===== config.mk =====
export PLATFORM = sky130hd
export DESIGN_NAME = reset_cause_and_startup_sequencer
export DESIGN_NICKNAME = d
export VERILOG_FILES = /design/src/hw/rst_seq_pkg.sv /design/src/hw/delay_counter.sv /design/src/hw/oscillator_edge.sv /design/src/hw/reset_cause_and_startup_sequencer.sv
export VERILOG_INCLUDE_DIRS = /design/src /design/src/hw
export SDC_FILE = /design/constraint.sdc
export NUM_CORES = 1
export LEC_CHECK = 0
export ABC_AREA = 0
export BUFFER_PORTS_ARGS = -buffer_cell sky130_fd_sc_hd__clkbuf_2
export CORE_MARGIN = 2
export CORE_UTILIZATION = 61
export CTS_CLUSTER_SIZE = 30
export DETAILED_ROUTE_END_ITERATION = 8
export PLACE_DENSITY = 0.95
export RECOVER_POWER = 25
export SYNTH_ARGS = -nofsm -noshare
export SYNTH_HDL_FRONTEND = slang
export SYNTH_SLANG_ARGS = --single-unit

===== constraint.sdc =====
create_clock -name I_CLK_SYS -period 11.8 [get_ports I_CLK_SYS]
set_clock_uncertainty 0.1 [all_clocks]
set_input_delay 2.36 -clock I_CLK_SYS [delete_from_list [all_inputs] [get_ports I_CLK_SYS]]
set_output_delay 2.36 -clock I_CLK_SYS [all_outputs]
set_load 0.01 [all_outputs]

===== src/hw/rst_seq_defs.svh =====
`ifndef RST_SEQ_DEFS_SVH
`define RST_SEQ_DEFS_SVH
// Register byte offsets on the APB bus.
`define OFS_CAUSE      12'h000
`define OFS_STATUS     12'h004
`define OFS_CONFIG     12'h008
// Field positions in the reset cause register.
`define BIT_TRAP       15
`define BIT_ILLEGAL    14
`define BIT_CFGMIS     9
`define BIT_VREG       8
`define BIT_PIN        7
`define BIT_SOFT       6
`define BIT_WDTEN      5
`define BIT_WATCHDOG_TIMEOUT_FLAG       4
`define BIT_SLEEP      3
`define BIT_IDLE       2
`define BIT_BROWN      1
`define BIT_POWER      0
// Writable and implemented bits of the cause register.
`define CAUSE_MASK     16'hc3ff
// Reset value after power-on.
`define CAUSE_POR_VAL  16'h0003
// Timing figures in their own units.
`define CLK_MHZ        100
`define T_POR_US       30
`define T_BOR_US       100
`define T_LOCK_US      1500
`define T_MON_US       900
`define OST_PERIODS    1024
`define RESET_VECTOR   24'h000000
`endif


===== src/hw/rst_seq_pkg.sv =====
package rst_seq_pkg;
  // Sequencer states.
  typedef enum logic [2:0] {
    ST_SUPPLY, ST_EXTEND, ST_POWERUP_TIMER, ST_OSC, ST_LOCK, ST_RUN, ST_SOFT
  } seq_state_t;
endpackage


===== src/hw/delay_counter.sv =====
`timescale 1ns/10ps
`default_nettype none
// Down counter that loads a cycle count on start and pulses done at zero.
module delay_counter #(
  parameter int W = 24
) (
  input  wire logic         i_clk,
  input  wire logic         i_rst,
  input  wire logic         i_start,
  input  wire logic [W-1:0] i_count,
  input  wire logic         i_tick,
  output logic              o_done
);
  logic [W-1:0] cnt_r;  // Remaining ticks.
  logic         busy_r; // Counting in progress.
  wire          last = busy_r && i_tick && (cnt_r <= W'(1));
  // A start restarts the count even while busy, so a new cause re-extends.
  always_ff @(posedge i_clk) begin
    if (i_rst) begin
      cnt_r  <= '0;
      busy_r <= 1'b0;
      o_done <= 1'b0;
    end else begin
      o_done <= last || (i_start && i_count == '0);
      if (i_start) begin
        cnt_r  <= i_count;
        busy_r <= (i_count != '0);
      end else if (last) begin
        busy_r <= 1'b0;
      end else if (busy_r && i_tick) begin
        cnt_r <= cnt_r - W'(1);
      end
    end
  end
endmodule
`default_nettype wire


===== src/hw/oscillator_edge.sv =====
`timescale 1ns/10ps
`default_nettype none
// Turns a slow oscillator level, sampled on the system clock, into a tick.
module oscillator_edge (
  input  wire logic i_clk,
  input  wire logic i_rst,
  input  wire logic i_osc,
  output logic      o_tick
);
  logic osc_q_r; // Previous sample.
  // Inputs are synchronous to the system clock, so one flop suffices.
  always_ff @(posedge i_clk) begin
    if (i_rst) begin
      osc_q_r <= 1'b0;
      o_tick  <= 1'b0;
    end else begin
      osc_q_r <= i_osc;
      o_tick  <= i_osc && !osc_q_r;
    end
  end
endmodule
`default_nettype wire


===== src/hw/reset_cause_and_startup_sequencer.sv =====
`include "rst_seq_defs.svh"
`timescale 1ns/10ps
`default_nettype none
module reset_cause_and_startup_sequencer
  import rst_seq_pkg::*;
#(
  parameter int unsigned POWERUP_TIMER_SCALE_CYC = 100000, // Cycles per power-up timer ms step.
  parameter int unsigned LOCK_CYC       = `T_LOCK_US * `CLK_MHZ,
  parameter int unsigned MON_CYC        = `T_MON_US * `CLK_MHZ
) (
  input  wire logic        I_CLK_SYS,
  input  wire logic        I_SYS_RST,
  // APB slave.
  input  wire logic        I_PSEL,
  input  wire logic        I_PENABLE,
  input  wire logic        I_PWRITE,
  input  wire logic [11:0] I_PADDR,
  input  wire logic [31:0] I_PWDATA,
  output logic [31:0]      O_PRDATA,
  output logic             O_PREADY,
  output logic             O_PSLVERR,
  // Supply detectors, high while the supply is good.
  input  wire logic        I_POWER_GOOD,
  input  wire logic        I_BROWNOUT_GOOD,
  // Reset sources, one-cycle pulses.
  input  wire logic        I_TRAP_CONFLICT,
  input  wire logic        I_ILLEGAL_CONDITION,
  input  wire logic        I_CONFIG_MISMATCH,
  input  wire logic        I_MASTER_CLEAR_PIN_N,
  input  wire logic        I_SOFT_RESET,
  input  wire logic        I_WATCHDOG_TIMEOUT,
  input  wire logic        I_WATCHDOG_WAKE,
  input  wire logic        I_SLEEP_ENTER,
  input  wire logic        I_IDLE_ENTER,
  input  wire logic        I_WATCHDOG_CLEAR,
  // Nonvolatile configuration.
  input  wire logic        I_NV_WATCHDOG_ENABLE,
  input  wire logic [2:0]  I_NV_OSCILLATOR_SELECT,
  input  wire logic [2:0]  I_POWERUP_TIMER,
  input  wire logic        I_MONITOR_ENABLE,
  input  wire logic        I_OSC_CLK,
  // Core side.
  output logic             O_SYSTEM_RESET_N,
  output logic             O_OSC_ENABLE,
  output logic [2:0]       O_CURRENT_OSCILLATOR_FIELD,
  output logic             O_CLOCK_READY,
  output logic [23:0]      O_FETCH_ADDR,
  output logic             O_WATCHDOG_RUN,
  output logic             O_REGULATOR_SLEEP_ACTIVE,
  output logic             O_MONITOR_ACTIVE
);
  // Extension times in system clock cycles, taken at their upper limit.
  localparam int unsigned POR_CYC = `T_POR_US * `CLK_MHZ; // Longest time, floors.
  localparam int unsigned BOR_CYC = `T_BOR_US * `CLK_MHZ;
  // The main and monitor counters are 24 bits wide, so longer delays are refused at elaboration.
  if (POWERUP_TIMER_SCALE_CYC == 0 || LOCK_CYC == 0 || MON_CYC == 0 ||
      LOCK_CYC >= (1 << 24) || MON_CYC >= (1 << 24) ||
      POWERUP_TIMER_SCALE_CYC * 128 >= (1 << 24)) begin : g_param_check
    $error("Delay parameters out of counter range.");
  end
  // Oscillator modes: 0 internal, 1 internal PLL, 2 crystal, 3 crystal PLL,
  // 4 secondary, 5 external, 6 external PLL, 7 low-power internal.
  // The sequence walks supply, extension and power-up timer before the core leaves
  // reset, then oscillator start-up and PLL lock. A supply fault restarts it from
  // the top and counts as a cold start, while a warm cause re-enters at the
  // power-up timer with the oscillator left running.
  // The extension, power-up timer and lock delays share one down counter, since only one is ever active.
  // The oscillator start-up count has its own counter because it is paced by
  // oscillator edges rather than by the system clock.
  // The monitor delay has a counter of its own as well, since it runs after
  // the core is already out of reset and must not disturb the main one.
  // Sequencer state and the registers it owns.
  seq_state_t  state_r;         // Sequencer state.
  logic [15:0] cause_r;         // Reset cause and control register.
  logic        cold_r;          // Current sequence started from a cold cause.
  logic [2:0]  osc_r;           // Oscillator in use.
  logic        start_r;         // One-cycle start for the delay counter.
  logic [23:0] load_r;          // Count loaded with the start.
  logic        ost_start_r;     // Start for the oscillator start-up counter.
  logic        mon_start_r;     // Start for the monitor delay.
  logic        mon_done;        // Monitor delay elapsed.
  logic        dly_done;        // Main delay elapsed.
  logic        ost_done;        // 1024 oscillator periods counted.
  logic        osc_tick;        // One oscillator period.
  // Address decode. Only a full 12-bit match selects a register, so aliases
  // of the three words answer with an error rather than with stale data.
  wire         acc      = I_PSEL && I_PENABLE;
  wire         hit_cau  = I_PADDR == `OFS_CAUSE;
  wire         hit_sts  = I_PADDR == `OFS_STATUS;
  wire         hit_cfg  = I_PADDR == `OFS_CONFIG;
  wire         wr_cause = acc && I_PWRITE && hit_cau;
  wire         mapped   = hit_cau || hit_sts || hit_cfg;
  // Warm causes that pull reset right away. Sleep and idle entry only mark
  // the register and never restart the sequence.
  wire         warm_evt = I_TRAP_CONFLICT || I_ILLEGAL_CONDITION || I_CONFIG_MISMATCH ||
                          !I_MASTER_CLEAR_PIN_N || I_WATCHDOG_TIMEOUT;
  // A power loss hides any brown-out, so brown-out is seen only with power good.
  wire         por_now  = !I_POWER_GOOD;
  wire         bor_now  = I_POWER_GOOD && !I_BROWNOUT_GOOD;
  wire         in_run   = state_r == ST_RUN;
  // Mode groups: which modes need a start-up count and which a PLL lock.
  wire         crystal  = osc_r == 3'd2 || osc_r == 3'd3 || osc_r == 3'd4;
  wire         pll      = osc_r == 3'd1 || osc_r == 3'd3 || osc_r == 3'd6;
  // Power-up timer: setting zero skips the wait, each step above it doubles it.
  wire [23:0]  powerup_timer_cyc = (I_POWERUP_TIMER == 3'd0) ? 24'h0 :
                          24'((32'd1 << (I_POWERUP_TIMER - 3'd1)) * POWERUP_TIMER_SCALE_CYC);
  wire [15:0]  wr_val   = I_PWDATA[15:0] & `CAUSE_MASK;
  // Hardware set terms, one per flag; these win over a software clear.
  logic [15:0] set_bits;
  always_comb begin
    set_bits = 16'h0000;
    set_bits[`BIT_TRAP]    = I_TRAP_CONFLICT;
    set_bits[`BIT_ILLEGAL] = I_ILLEGAL_CONDITION;
    set_bits[`BIT_CFGMIS]  = I_CONFIG_MISMATCH;
    set_bits[`BIT_PIN]     = !I_MASTER_CLEAR_PIN_N;
    set_bits[`BIT_SOFT]    = I_SOFT_RESET && in_run;
    set_bits[`BIT_WATCHDOG_TIMEOUT_FLAG]    = I_WATCHDOG_TIMEOUT || I_WATCHDOG_WAKE;
    set_bits[`BIT_SLEEP]   = I_SLEEP_ENTER;
    set_bits[`BIT_IDLE]    = I_IDLE_ENTER;
    set_bits[`BIT_BROWN]   = bor_now;
  end
  // Cause register. Power loss loads the power-on value; other causes only
  // add their own flag. A software write stores only and never resets.
  // The set terms are ORed in after the write value, so a hardware event in
  // the same cycle as a software clear is never lost.
  // The watchdog clear only touches its own flag and also yields to a set.
  always_ff @(posedge I_CLK_SYS) begin
    if (I_SYS_RST || por_now) begin
      cause_r <= `CAUSE_POR_VAL;
    end else begin
      // Writes are masked so bits 13 to 10 stay zero.
      cause_r <= ((wr_cause ? wr_val : cause_r) | set_bits) & `CAUSE_MASK;
      if (I_WATCHDOG_CLEAR)
        cause_r[`BIT_WATCHDOG_TIMEOUT_FLAG] <= set_bits[`BIT_WATCHDOG_TIMEOUT_FLAG];
    end
  end
  // Delay and oscillator counters.
  // The main counter is restarted by the sequencer for each phase; its tick
  // is tied high because every phase is timed in system clock cycles.
  // The start-up counter counts rising oscillator edges; its tick is not gated by the
  // oscillator enable, and it is started as the power-up timer ends, even on a warm restart where the enable is already high.
  delay_counter #(.W(24)) u_delay (
    .i_clk   (I_CLK_SYS),
    .i_rst   (I_SYS_RST),
    .i_start (start_r),
    .i_count (load_r),
    .i_tick  (1'b1),
    .o_done  (dly_done)
  );
  oscillator_edge u_edge (
    .i_clk  (I_CLK_SYS),
    .i_rst  (I_SYS_RST),
    .i_osc  (I_OSC_CLK),
    .o_tick (osc_tick)
  );
  delay_counter #(.W(11)) u_ost (
    .i_clk   (I_CLK_SYS),
    .i_rst   (I_SYS_RST),
    .i_start (ost_start_r),
    .i_count (11'(`OST_PERIODS)),
    .i_tick  (osc_tick),
    .o_done  (ost_done)
  );
  delay_counter #(.W(24)) u_mon (
    .i_clk   (I_CLK_SYS),
    .i_rst   (I_SYS_RST),
    .i_start (mon_start_r),
    .i_count (24'(MON_CYC)),
    .i_tick  (1'b1),
    .o_done  (mon_done)
  );
  // Sequencer. Supply faults override everything and restart from the top.
  // The start strobes are single-cycle pulses, cleared by default on every
  // cycle, so a phase never retriggers its counter twice.
  always_ff @(posedge I_CLK_SYS) begin
    if (I_SYS_RST) begin
      state_r     <= ST_SUPPLY;
      cold_r      <= 1'b1;
      osc_r       <= 3'd0;
      start_r     <= 1'b0;
      load_r      <= 24'(POR_CYC); // A system reset is a power-on start.
      ost_start_r <= 1'b0;
      mon_start_r <= 1'b0;
    end else begin
      start_r     <= 1'b0;
      ost_start_r <= 1'b0;
      mon_start_r <= 1'b0;
      if (por_now || bor_now) begin
        state_r <= ST_SUPPLY;
        cold_r  <= 1'b1;
        load_r  <= por_now ? 24'(POR_CYC) : 24'(BOR_CYC);
      end else begin
        case (state_r)
          // Supply good again: start the extension delay.
          ST_SUPPLY: begin
            // Supply is back: run the extension delay.
            start_r <= 1'b1;
            state_r <= ST_EXTEND;
          end
          // Wait out the extension, then load the power-up timer.
          ST_EXTEND: begin
            if (dly_done) begin
              load_r  <= powerup_timer_cyc;
              start_r <= 1'b1;
              state_r <= ST_POWERUP_TIMER;
            end
          end
          // Power-up timer running; the clock is chosen when it ends.
          ST_POWERUP_TIMER: begin
            if (dly_done) begin
              // Cold start reads the nonvolatile select; warm keeps the clock.
              if (cold_r)
                osc_r <= I_NV_OSCILLATOR_SELECT;
              ost_start_r <= 1'b1;
              state_r     <= ST_OSC;
            end
          end
          // Wait for the start-up count, if the mode needs one.
          ST_OSC: begin
            // External clock needs no start-up count.
            if (!crystal || ost_done) begin
              load_r  <= 24'(LOCK_CYC);
              start_r <= pll;
              state_r <= pll ? ST_LOCK : ST_RUN;
              mon_start_r <= !pll;
            end
          end
          // PLL modes stay here until the lock time has passed.
          ST_LOCK: begin
            if (dly_done) begin
              state_r     <= ST_RUN;
              mon_start_r <= 1'b1;
            end
          end
          // Running: a software reset wins over a warm cause in the same cycle.
          ST_RUN: begin
            cold_r <= 1'b0;
            if (I_SOFT_RESET) begin
              state_r <= ST_SOFT;
            end else if (warm_evt) begin
              // Warm causes rerun the timer but keep the oscillator.
              cold_r  <= 1'b0;
              load_r  <= powerup_timer_cyc;
              start_r <= 1'b1;
              state_r <= ST_POWERUP_TIMER;
            end
          end
          // The software reset state lasts exactly one cycle.
          ST_SOFT: begin
            // One cycle of reset, clock untouched, then fetch again.
            state_r     <= ST_RUN;
            mon_start_r <= 1'b1;
          end
          // An unused encoding falls back to a full restart.
          default: state_r <= ST_SUPPLY;
        endcase
      end
    end
  end
  // Core outputs, all registered.
  // Every output comes straight from a flop, so the core sees each decision
  // one cycle after the sequencer takes it.
  // During a warm restart the oscillator enable stays high; crystal modes still
  // rerun the start-up count on a clock that never stopped.
  always_ff @(posedge I_CLK_SYS) begin
    if (I_SYS_RST) begin
      O_SYSTEM_RESET_N           <= 1'b0;
      O_OSC_ENABLE               <= 1'b0;
      O_CURRENT_OSCILLATOR_FIELD <= 3'd0;
      O_CLOCK_READY              <= 1'b0;
      O_FETCH_ADDR               <= `RESET_VECTOR;
      O_WATCHDOG_RUN             <= 1'b0;
      O_REGULATOR_SLEEP_ACTIVE   <= 1'b0;
      O_MONITOR_ACTIVE           <= 1'b0;
    end else begin
      // Reset releases once the power-up timer ends, as the oscillator starts.
      O_SYSTEM_RESET_N <= state_r == ST_OSC || state_r == ST_LOCK || in_run;
      O_OSC_ENABLE     <= state_r == ST_OSC || state_r == ST_LOCK || in_run ||
                          (!cold_r && state_r == ST_POWERUP_TIMER) || state_r == ST_SOFT;
      O_CURRENT_OSCILLATOR_FIELD <= osc_r;
      O_CLOCK_READY    <= in_run;
      O_FETCH_ADDR     <= `RESET_VECTOR;
      // The nonvolatile enable forces the watchdog on whatever software writes.
      O_WATCHDOG_RUN   <= I_NV_WATCHDOG_ENABLE || cause_r[`BIT_WDTEN];
      O_REGULATOR_SLEEP_ACTIVE <= cause_r[`BIT_VREG];
      // The monitor drops at once when the core leaves run or it is disabled.
      if (!in_run || !I_MONITOR_ENABLE)
        O_MONITOR_ACTIVE <= 1'b0;
      else if (mon_done)
        O_MONITOR_ACTIVE <= 1'b1;
    end
  end
  // APB: zero wait states; unmapped addresses answer with an error.
  // Ready is raised in the first access cycle, so a master never waits.
  // Read data are zero outside that cycle, which keeps stale values off the bus.
  // Writes to the status and configuration words are ignored; both are views
  // of live state and nothing in them can be stored.
  // Status carries the monitor, ready and cold flags above the oscillator in
  // use; configuration mirrors the nonvolatile inputs.
  wire [31:0] rd_mux = hit_cau ? {16'h0000, cause_r} :
                       hit_sts ? {24'h0, O_MONITOR_ACTIVE, O_CLOCK_READY, cold_r,
                                  2'b00, osc_r} :
                       hit_cfg ? {23'h0, I_POWERUP_TIMER, 2'b00, I_NV_WATCHDOG_ENABLE,
                                  I_NV_OSCILLATOR_SELECT} : 32'h0;
  always_ff @(posedge I_CLK_SYS) begin
    if (I_SYS_RST) begin
      O_PRDATA  <= 32'h0;
      O_PREADY  <= 1'b0;
      O_PSLVERR <= 1'b0;
    end else begin
      O_PREADY  <= I_PSEL && !I_PENABLE;
      O_PSLVERR <= I_PSEL && !I_PENABLE && !mapped;
      O_PRDATA  <= (I_PSEL && !I_PENABLE && !I_PWRITE) ? rd_mux : 32'h0;
    end
  end
endmodule
`default_nettype wire


==> metrics.cfg, run 1 <==
[grt]
grt-ovfl-total=0
grt_max_degree=64
grt_pass1_wl_mm=31.3
grt_pass1_vias=6502
grt_usage=0.292
antenna_found_initial=0

[clocking]
cts_tree=built
clock_path_buffers=2
cts_resized=0
post_cts_buffers=0
cts_max_level=4
cts_hold_buf=0
clk_pin_slew_ns=0.06
insertion_delay_ns=0.43
cts_buffers=17
root_buffer=clkbuf_16
cts_sinks=133

[synth]
async_flop_share=0
ys_seq_area_frac=0.344
synth-edff-count=0
syn_area_mm2=0.00774
ys_dominant_reg_cell=dfxtp_1
yosysUniqueCellTypes=59
synth_seq_cells=133
synthCells=909
ys_warn_count=0
synth_area_per_cell_um2=8.51

[sta]
final-hold-violation-count=0
finalSetupViolations=0
fin_setup_tns_ns=0
fmax_ghz=0.131
period_share=0.648
worst_pin_slew_ns=2.96
slew_headroom=-0.972
min_period_ns=7.65
drv_slew=64
rsz0062_at_grt=false

[routing]
drt_iter0_markers=1060
wl_met1_mm=7.62
first_pass_iters=6
top_layer_used=met4
vias=7036
routed-wl-met2_mm=10.1
viasPerCell=6.09
antenna_violating_nets_post_route=0
dr_wl_met3_mm=1.72
drc=0
routedWlPerCell_um=17.5
wirelength_mm=20.2

[run_status]
violations=capacitance limit, slew limit
status=finished with violations

[pwr]
p_leak_nw=3.88
vdd_drop_max_mv=0.107
power_density_mw_per_mm2=135
power_mw=1.16

[critical_path]
critPathKind=input port to flip-flop
cp.required_ns=11.86
cpMostUsedCell=inv_1
cp-start-kind=input port
cp_cell_sequence=clkbuf_2, inv_1, ha_1, xnor2_1, nand2_1, inv_1, ha_1, ha_1, inv_1, fa_1, inv_1, ha_1, inv_1, fa_1, inv_1, ha_1, a21oi_1, nor2b_1, or3_1, a41o_1, and4_1, a2111oi_0, a211oi_1
critPathBufInv=7
cp_slowest_cell=xnor2_1
end_kind=flip-flop
critPathArrivalTime_ns=7.71
cp_max_fo=11
cp_top_family=adder cells
worst_path_largest_cell_delay_ns=0.69

[finish]
antenna_cells=0
layout_common_cells=dfxtp_1, nor2_1, clkbuf_2, ha_1, a21oi_1
final_common_cell=dfxtp_1
syn_to_final_growth_pct=11.3
finalNetCount=1115
drive_gt1_frac=0.119
stdcell_count=1155

[floorplanning]
fp-row-count=41
design.core.area_mm2=0.0125
start_util=0.618
io-pin-count=137
die-area_mm2=0.0136
die_w_um=117
die_h_um=117

[worst_hold_path]
hold_path.class=flip-flop to flip-flop

[place]
gp_congestion=0.838
hpwl_mm=12.8
dp_cells=1124
io_buffers=72

[flow_run]
maxCapViolCount=1

## stage by stage
stage / instance area, um2 / utilization / hold slack (ns) / worst slack [ns]
after global routing: 8610 / 0.688 / 0.301 / 3.77
after CTS: 8620 / 0.688 / 0.291 / 4.32
final: 8610 / 0.688 / 0.291 / 4.15
after detailed placement: 8040 / 0.643 / 0.286 / 4.00
after floorplan: 7910 / - / 0.267 / 4.85
after global placement: 8040 / 0.643 / 0.274 / 4.16
## logic make-up after synthesis
kind of cell               share of synthesized area
and+or+nand+nor                                0.221
AOI/OAI and AO/OA                              0.122
DFF                                            0.344
buffers and inverters                         0.0804
adders and majority gates                      0.129
xor gates and xnor gates                      0.0679
muxes                                         0.0351
other                                       0.000485
## final cells by class
class                   instances  area, um2
clock buffers                  18        439
clock inverters                13        134
fillers                       849       3910
inverters                      44        165
multi-input cells             701       4620
flip-flops and latches        133       2660
well taps                     172        215
repair buffers                 74        372
## power by group
part | leakage (nW) | internal [mW] | switching [mW]
Combinational | 2.53 | 0.0645 | 0.104
Clock | 0.266 | 0.314 | 0.208
Sequential | 1.08 | 0.459 | 0.0106
Total | 3.88 | 0.838 | 0.322
## path summary, 6_finish.rpt
path	start	cells past startpoint	endpoint	slack (ns)
max reg2reg	u_delay.cnt_r[5]$_SDFFE_PP0P_	7	u_delay.cnt_r[13]$_SDFFE_PP0P_	8.70
min	u_edge.osc_q_r$_SDFF_PP0_	1	u_edge.o_tick$_SDFF_PP0_	0.29
max	I_POWERUP_TIMER[0]	23	load_r[20]$_SDFFE_PP0P_	4.15
min reg2reg	u_edge.osc_q_r$_SDFF_PP0_	1	u_edge.o_tick$_SDFF_PP0_	0.29
## synthesized netlist by cell type (8+ instances only)
cell type / count / area (um2)
clkbuf_1: 30 / 113
a211oi_1: 14 / 105
nor4_1: 23 / 144
nand4_1: 12 / 75.1
dfxtp_1: 133 / 2660
or3_1: 12 / 75.1
xnor2_1: 39 / 342
nand2b_1: 10 / 62.6
nor2b_1: 16 / 100
a21oi_1: 52 / 260
mux2i_1: 26 / 260
nand3_1: 16 / 80.1
nor2_1: 114 / 428
o21ai_0: 33 / 165
nand2_1: 51 / 191
nor3_1: 37 / 185
inv_1: 41 / 154
buf_4: 44 / 330
fa_1: 8 / 160
and2_1: 13 / 81.3
or4_1: 8 / 60.1
xor2_1: 21 / 184
ha_1: 66 / 826
## sequential cells by signal, summed over array words and instances, names as in the netlist, 3 cells and up
| signal | flops |
|---|---|
| O_CURRENT_OSCILLATOR_FIELD | 3 |
| u_delay.cnt_r | 24 |
| load_r | 21 |
| u_mon.cnt_r | 24 |
| cause_r | 12 |
| u_ost.cnt_r | 11 |
| osc_r | 3 |
| state_r | 3 |
| O_PRDATA | 12 |
## per-layer routing
layer  GRT usage  vias to the layer above
met2       0.502                      434
met1       0.353                     3277
met4       0.133                        0
met5           0                        -
met3      0.0597                      102
li1            -                     3223
Power figures use the tool's default switching activity.
==> run 2, diff against run 1 <==
CORE_UTILIZATION = 51   (was 61)
PLACE_DENSITY = 0.89   (was 0.95)
clock period = 6.95 ns   (was 11.8 ns; I/O delays follow)
==> metrics.cfg, run 2 (same netlist as run 1, synthesis figures left out) <==
[clocking]
cts_tree=built
cts_max_level=4
clock_path_buffers=2
cts_buffers=17
cts_sinks=133
post_cts_buffers=0
cts_hold_buf=0
insertion_delay_ns=0.42
cts_resized=0
root_buffer=clkbuf_16
clk_pin_slew_ns=0.06

[sta]
drv_slew=64
rsz0062_at_grt=false
min_period_ns=6.34
period_share=0.912
slew_headroom=-0.902
fin_setup_tns_ns=0
finalSetupViolations=0
worst_pin_slew_ns=2.85
whs_ns=0.299
fmax_ghz=0.158
final-hold-violation-count=0

[grt]
grt-ovfl-total=0
grt_max_degree=64
grt_pass1_vias=6448
grt_usage=0.229
antenna_found_initial=0
grt_pass1_wl_mm=30.1

[critical_path]
worst_path_largest_cell_delay_ns=0.49
cp_slowest_cell=fa_1
cp_cell_sequence=clkbuf_2, inv_1, ha_1, xnor2_1, nand2_1, inv_1, ha_1, ha_1, inv_1, fa_1, inv_1, ha_1, inv_1, fa_1, inv_1, ha_1, a21oi_1, nor2b_1, or3_1, a41o_1, and4_1, a2111oi_0, a211oi_1
cp.required_ns=7.02
cp_top_family=adder cells
cp_max_fo=8
critPathBufInv=7
cpMostUsedCell=inv_1
critPathArrivalTime_ns=6.41
cp-start-kind=input port
critPathKind=input port to flip-flop
end_kind=flip-flop

[routing]
antenna_violating_nets_post_route=0
viasPerCell=5.67
wirelength_mm=18.2
drt_iter0_markers=692
first_pass_iters=5
vias=6643
routedWlPerCell_um=15.5
drc=0

[place]
io_buffers=72
hpwl_mm=12.8
gp_congestion=0.891

[floorplanning]
start_util=0.515
die_h_um=127
die_w_um=127
design.core.area_mm2=0.0150
fp-row-count=45
io-pin-count=137
die-area_mm2=0.0162

[pwr]
power_density_mw_per_mm2=234
power_mw=2.03
vdd_drop_max_mv=0.199
p_leak_nw=3.86

[finish]
top_regs=u_delay.cnt_r (24), u_mon.cnt_r (24), load_r (21)
layout_common_cells=dfxtp_1, nor2_1, ha_1, clkbuf_2, a21oi_1
syn_to_final_growth_pct=12.0
drive_gt1_frac=0.101
finalNetCount=1116
antenna_cells=0
final_common_cell=dfxtp_1

[flow_run]
maxCapViolCount=1

[run_status]
status=finished with violations
violations=capacitance limit, slew limit

[worst_hold_path]
hold_path.class=flip-flop to flip-flop

## run 2: cell count changes in the layout (fill, tap and decap cells not counted), moves of 2 or more
cell / previous run / this run
clkinv_4: 0 / 2
clkinvlp_4: 6 / 1
clkbuf_1: 1 / 20
bufinv_16: 2 / 4
clkbuf_2: 72 / 54
## run 2: routing by layer
metal / share of wire / vias up / track usage
li1: - / 3224 / -
met1: 0.41 / 3093 / 0.281
met2: 0.50 / 277 / 0.388
met3: 0.068 / 49 / 0.0532
met4: 0.024 / 0 / 0.0950
met5: 0 / - / 0
## run 2: final timing paths
kind                            cells past startpoint  slack [ns]                          start                             end
worst max-delay path                               23        0.61             I_POWERUP_TIMER[0]         load_r[20]$_SDFFE_PP0P_
worst min-delay path                                1        0.30      u_edge.osc_q_r$_SDFF_PP0_        u_edge.o_tick$_SDFF_PP0_
worst max register to register                      7        3.97  u_delay.cnt_r[5]$_SDFFE_PP0P_  u_delay.cnt_r[13]$_SDFFE_PP0P_
worst min register to register                      1        0.30      u_edge.osc_q_r$_SDFF_PP0_        u_edge.o_tick$_SDFF_PP0_
## run 2: worst register-to-register path: stages (launching register included)
cell     delay, ns
dfxtp_1       0.35
or4_1         0.65
or4_4         0.58
o21ai_0       0.55
nor4_1        0.12
xor2_1        0.17
mux2i_1       0.17
nor2_1        0.07
## run 2: layout make-up
cell class | count | area [um2]
clock inverters | 12 | 178
repair buffers | 75 | 357
fillers | 1223 | 6370
clock buffers | 19 | 443
well taps | 188 | 235
inverters | 44 | 165
multi-input cells | 701 | 4620
flip-flops and latches | 133 | 2660
## run 2: power breakdown
part	internal, mW	switching (mW)	leakage, nW
Combinational	0.110	0.169	2.48
Sequential	0.780	0.0170	1.08
Clock	0.609	0.344	0.304
## run 2: stage by stage
step	setup slack, ns	area (um2)	utilization	std cells
global route	0.215	8660	0.576	1172
global placement	0.557	8070	0.537	1141
detailed placement	0.401	8070	0.537	1141
CTS	0.815	8690	0.578	1172
finish	0.609	8660	0.576	1172
floorplan	0.965	7910	-	955
==> run 3, diff against run 2 <==
MAX_ROUTING_LAYER = met4   (was unset)
==> metrics.cfg, run 3 (same netlist as run 1, synthesis figures left out) <==
[finish]
fillers=1225
layout_common_cells=dfxtp_1, nor2_1, ha_1, clkbuf_2, a21oi_1
antenna_cells=0
drive_gt1_frac=0.101
utilization=0.576
finalNetCount=1116
final_common_cell=dfxtp_1
syn_to_final_growth_pct=12.0
top_regs=u_delay.cnt_r (24), u_mon.cnt_r (24), load_r (21)

[place]
gp_congestion=0.906
io_buffers=72
hpwl_mm=12.8

[floorplanning]
design.core.area_mm2=0.0150
die-area_mm2=0.0162
start_util=0.515
io-pin-count=137
die_w_um=127
fp-row-count=45
die_h_um=127

[clocking]
cts_sinks=133
cts_resized=0
root_buffer=clkbuf_16
cts_tree=built
post_cts_buffers=0
insertion_delay_ns=0.43
clk_pin_slew_ns=0.06
cts_max_level=4
clock_path_buffers=2
cts_buffers=17
cts_hold_buf=0

[critical_path]
cp_cell_sequence=clkbuf_2, inv_1, ha_1, xnor2_1, nand2_1, inv_1, ha_1, ha_1, inv_1, fa_1, inv_1, ha_1, inv_1, fa_1, inv_1, ha_1, a21oi_1, nor2b_1, or3_1, a41o_1, and4_1, a2111oi_0, a211oi_1
cp_slowest_cell=fa_1
critPathBufInv=7
cp_top_family=adder cells
end_kind=flip-flop
cpMostUsedCell=inv_1
cp.required_ns=7.02
cp_max_fo=8
critPathKind=input port to flip-flop
worst_path_largest_cell_delay_ns=0.49
critPathArrivalTime_ns=6.39
cp-start-kind=input port

[grt]
grt-ovfl-total=0
grt_pass1_vias=6449
antenna_found_initial=0
grt_usage=0.236
grt_pass1_wl_mm=30.1
grt_max_degree=64

[routing]
wl_met1_mm=7.58
routed-wl-met2_mm=9.11
viasPerCell=5.65
drc=0
vias=6626
wirelength_mm=18.2
drt_iter0_markers=681
top_layer_used=met4
dr_wl_met3_mm=1.10
first_pass_iters=5
antenna_violating_nets_post_route=0
routedWlPerCell_um=15.6

[sta]
worst_pin_slew_ns=2.89
finalSetupViolations=0
fmax_ghz=0.158
final-hold-violation-count=0
drv_slew=64
whs_ns=0.303
fin_setup_tns_ns=0
slew_headroom=-0.928
period_share=0.909
rsz0062_at_grt=false
min_period_ns=6.32

[run_status]
status=finished with violations
violations=capacitance limit, slew limit

[pwr]
p_leak_nw=3.86
vdd_drop_max_mv=0.203
power_density_mw_per_mm2=234

[flow_run]
maxCapViolCount=1

[worst_hold_path]
hold_path.class=flip-flop to flip-flop

## run 3: path summary, 6_finish.rpt
path / from / endpoint / slack, ns / depth (start not counted)
worst max-delay path: I_POWERUP_TIMER[0] / load_r[20]$_SDFFE_PP0P_ / 0.63 / 23
worst min-delay path: u_edge.osc_q_r$_SDFF_PP0_ / u_edge.o_tick$_SDFF_PP0_ / 0.30 / 1
worst max register to register: u_delay.cnt_r[5]$_SDFFE_PP0P_ / u_delay.cnt_r[13]$_SDFFE_PP0P_ / 3.94 / 7
worst min register to register: u_edge.osc_q_r$_SDFF_PP0_ / u_edge.o_tick$_SDFF_PP0_ / 0.30 / 1
## run 3: report_power, final
| group | total (mW) | internal, mW | switching, mW |
|---|---|---|---|
| registers | 0.797 | 0.780 | 0.0168 |
| clock network | 0.955 | 0.608 | 0.347 |
| logic | 0.280 | 0.110 | 0.170 |
| total | 2.03 | 1.50 | 0.533 |
## run 3: layout make-up
cell class | instances | area (um2) | area share
clock inverters | 12 | 178 | 0.0205
well taps | 188 | 235 | 0.0271
clock buffers | 19 | 443 | 0.0511
multi-input cells | 701 | 4620 | 0.534
repair buffers | 75 | 357 | 0.0412
flip-flops and latches | 133 | 2660 | 0.307
inverters | 44 | 165 | 0.0191
## run 3: routing by layer
layer	global-route usage	up-vias
met4	0.103	0
met1	0.282	3096
met2	0.388	257
met5	-	-
met3	0.0473	47
li1	-	3226
## run 3: worst register-to-register path, cell delays in order (launching register included)
cell and delay (ns):
dfxtp_1 0.35, or4_1 0.64, or4_4 0.59, o21ai_0 0.57
nor4_1 0.12, xor2_1 0.17, mux2i_1 0.17, nor2_1 0.07
## run 3: stage by stage
| step | std cells | setup slack (ns) | cell area [um2] | power, mW |
|---|---|---|---|---|
| 2_1_floorplan | 955 | 0.965 | 7910 | 1.03 |
| 3_3_place_gp | 1141 | 0.557 | 8070 | 1.07 |
| 3_5_place_dp | 1141 | 0.401 | 8070 | 1.08 |
| 4_1_cts | 1172 | 0.815 | 8690 | 2.03 |
| 5_1_grt | 1172 | 0.211 | 8660 | 2.10 |
| 6_report | 1172 | 0.634 | 8660 | 2.03 |
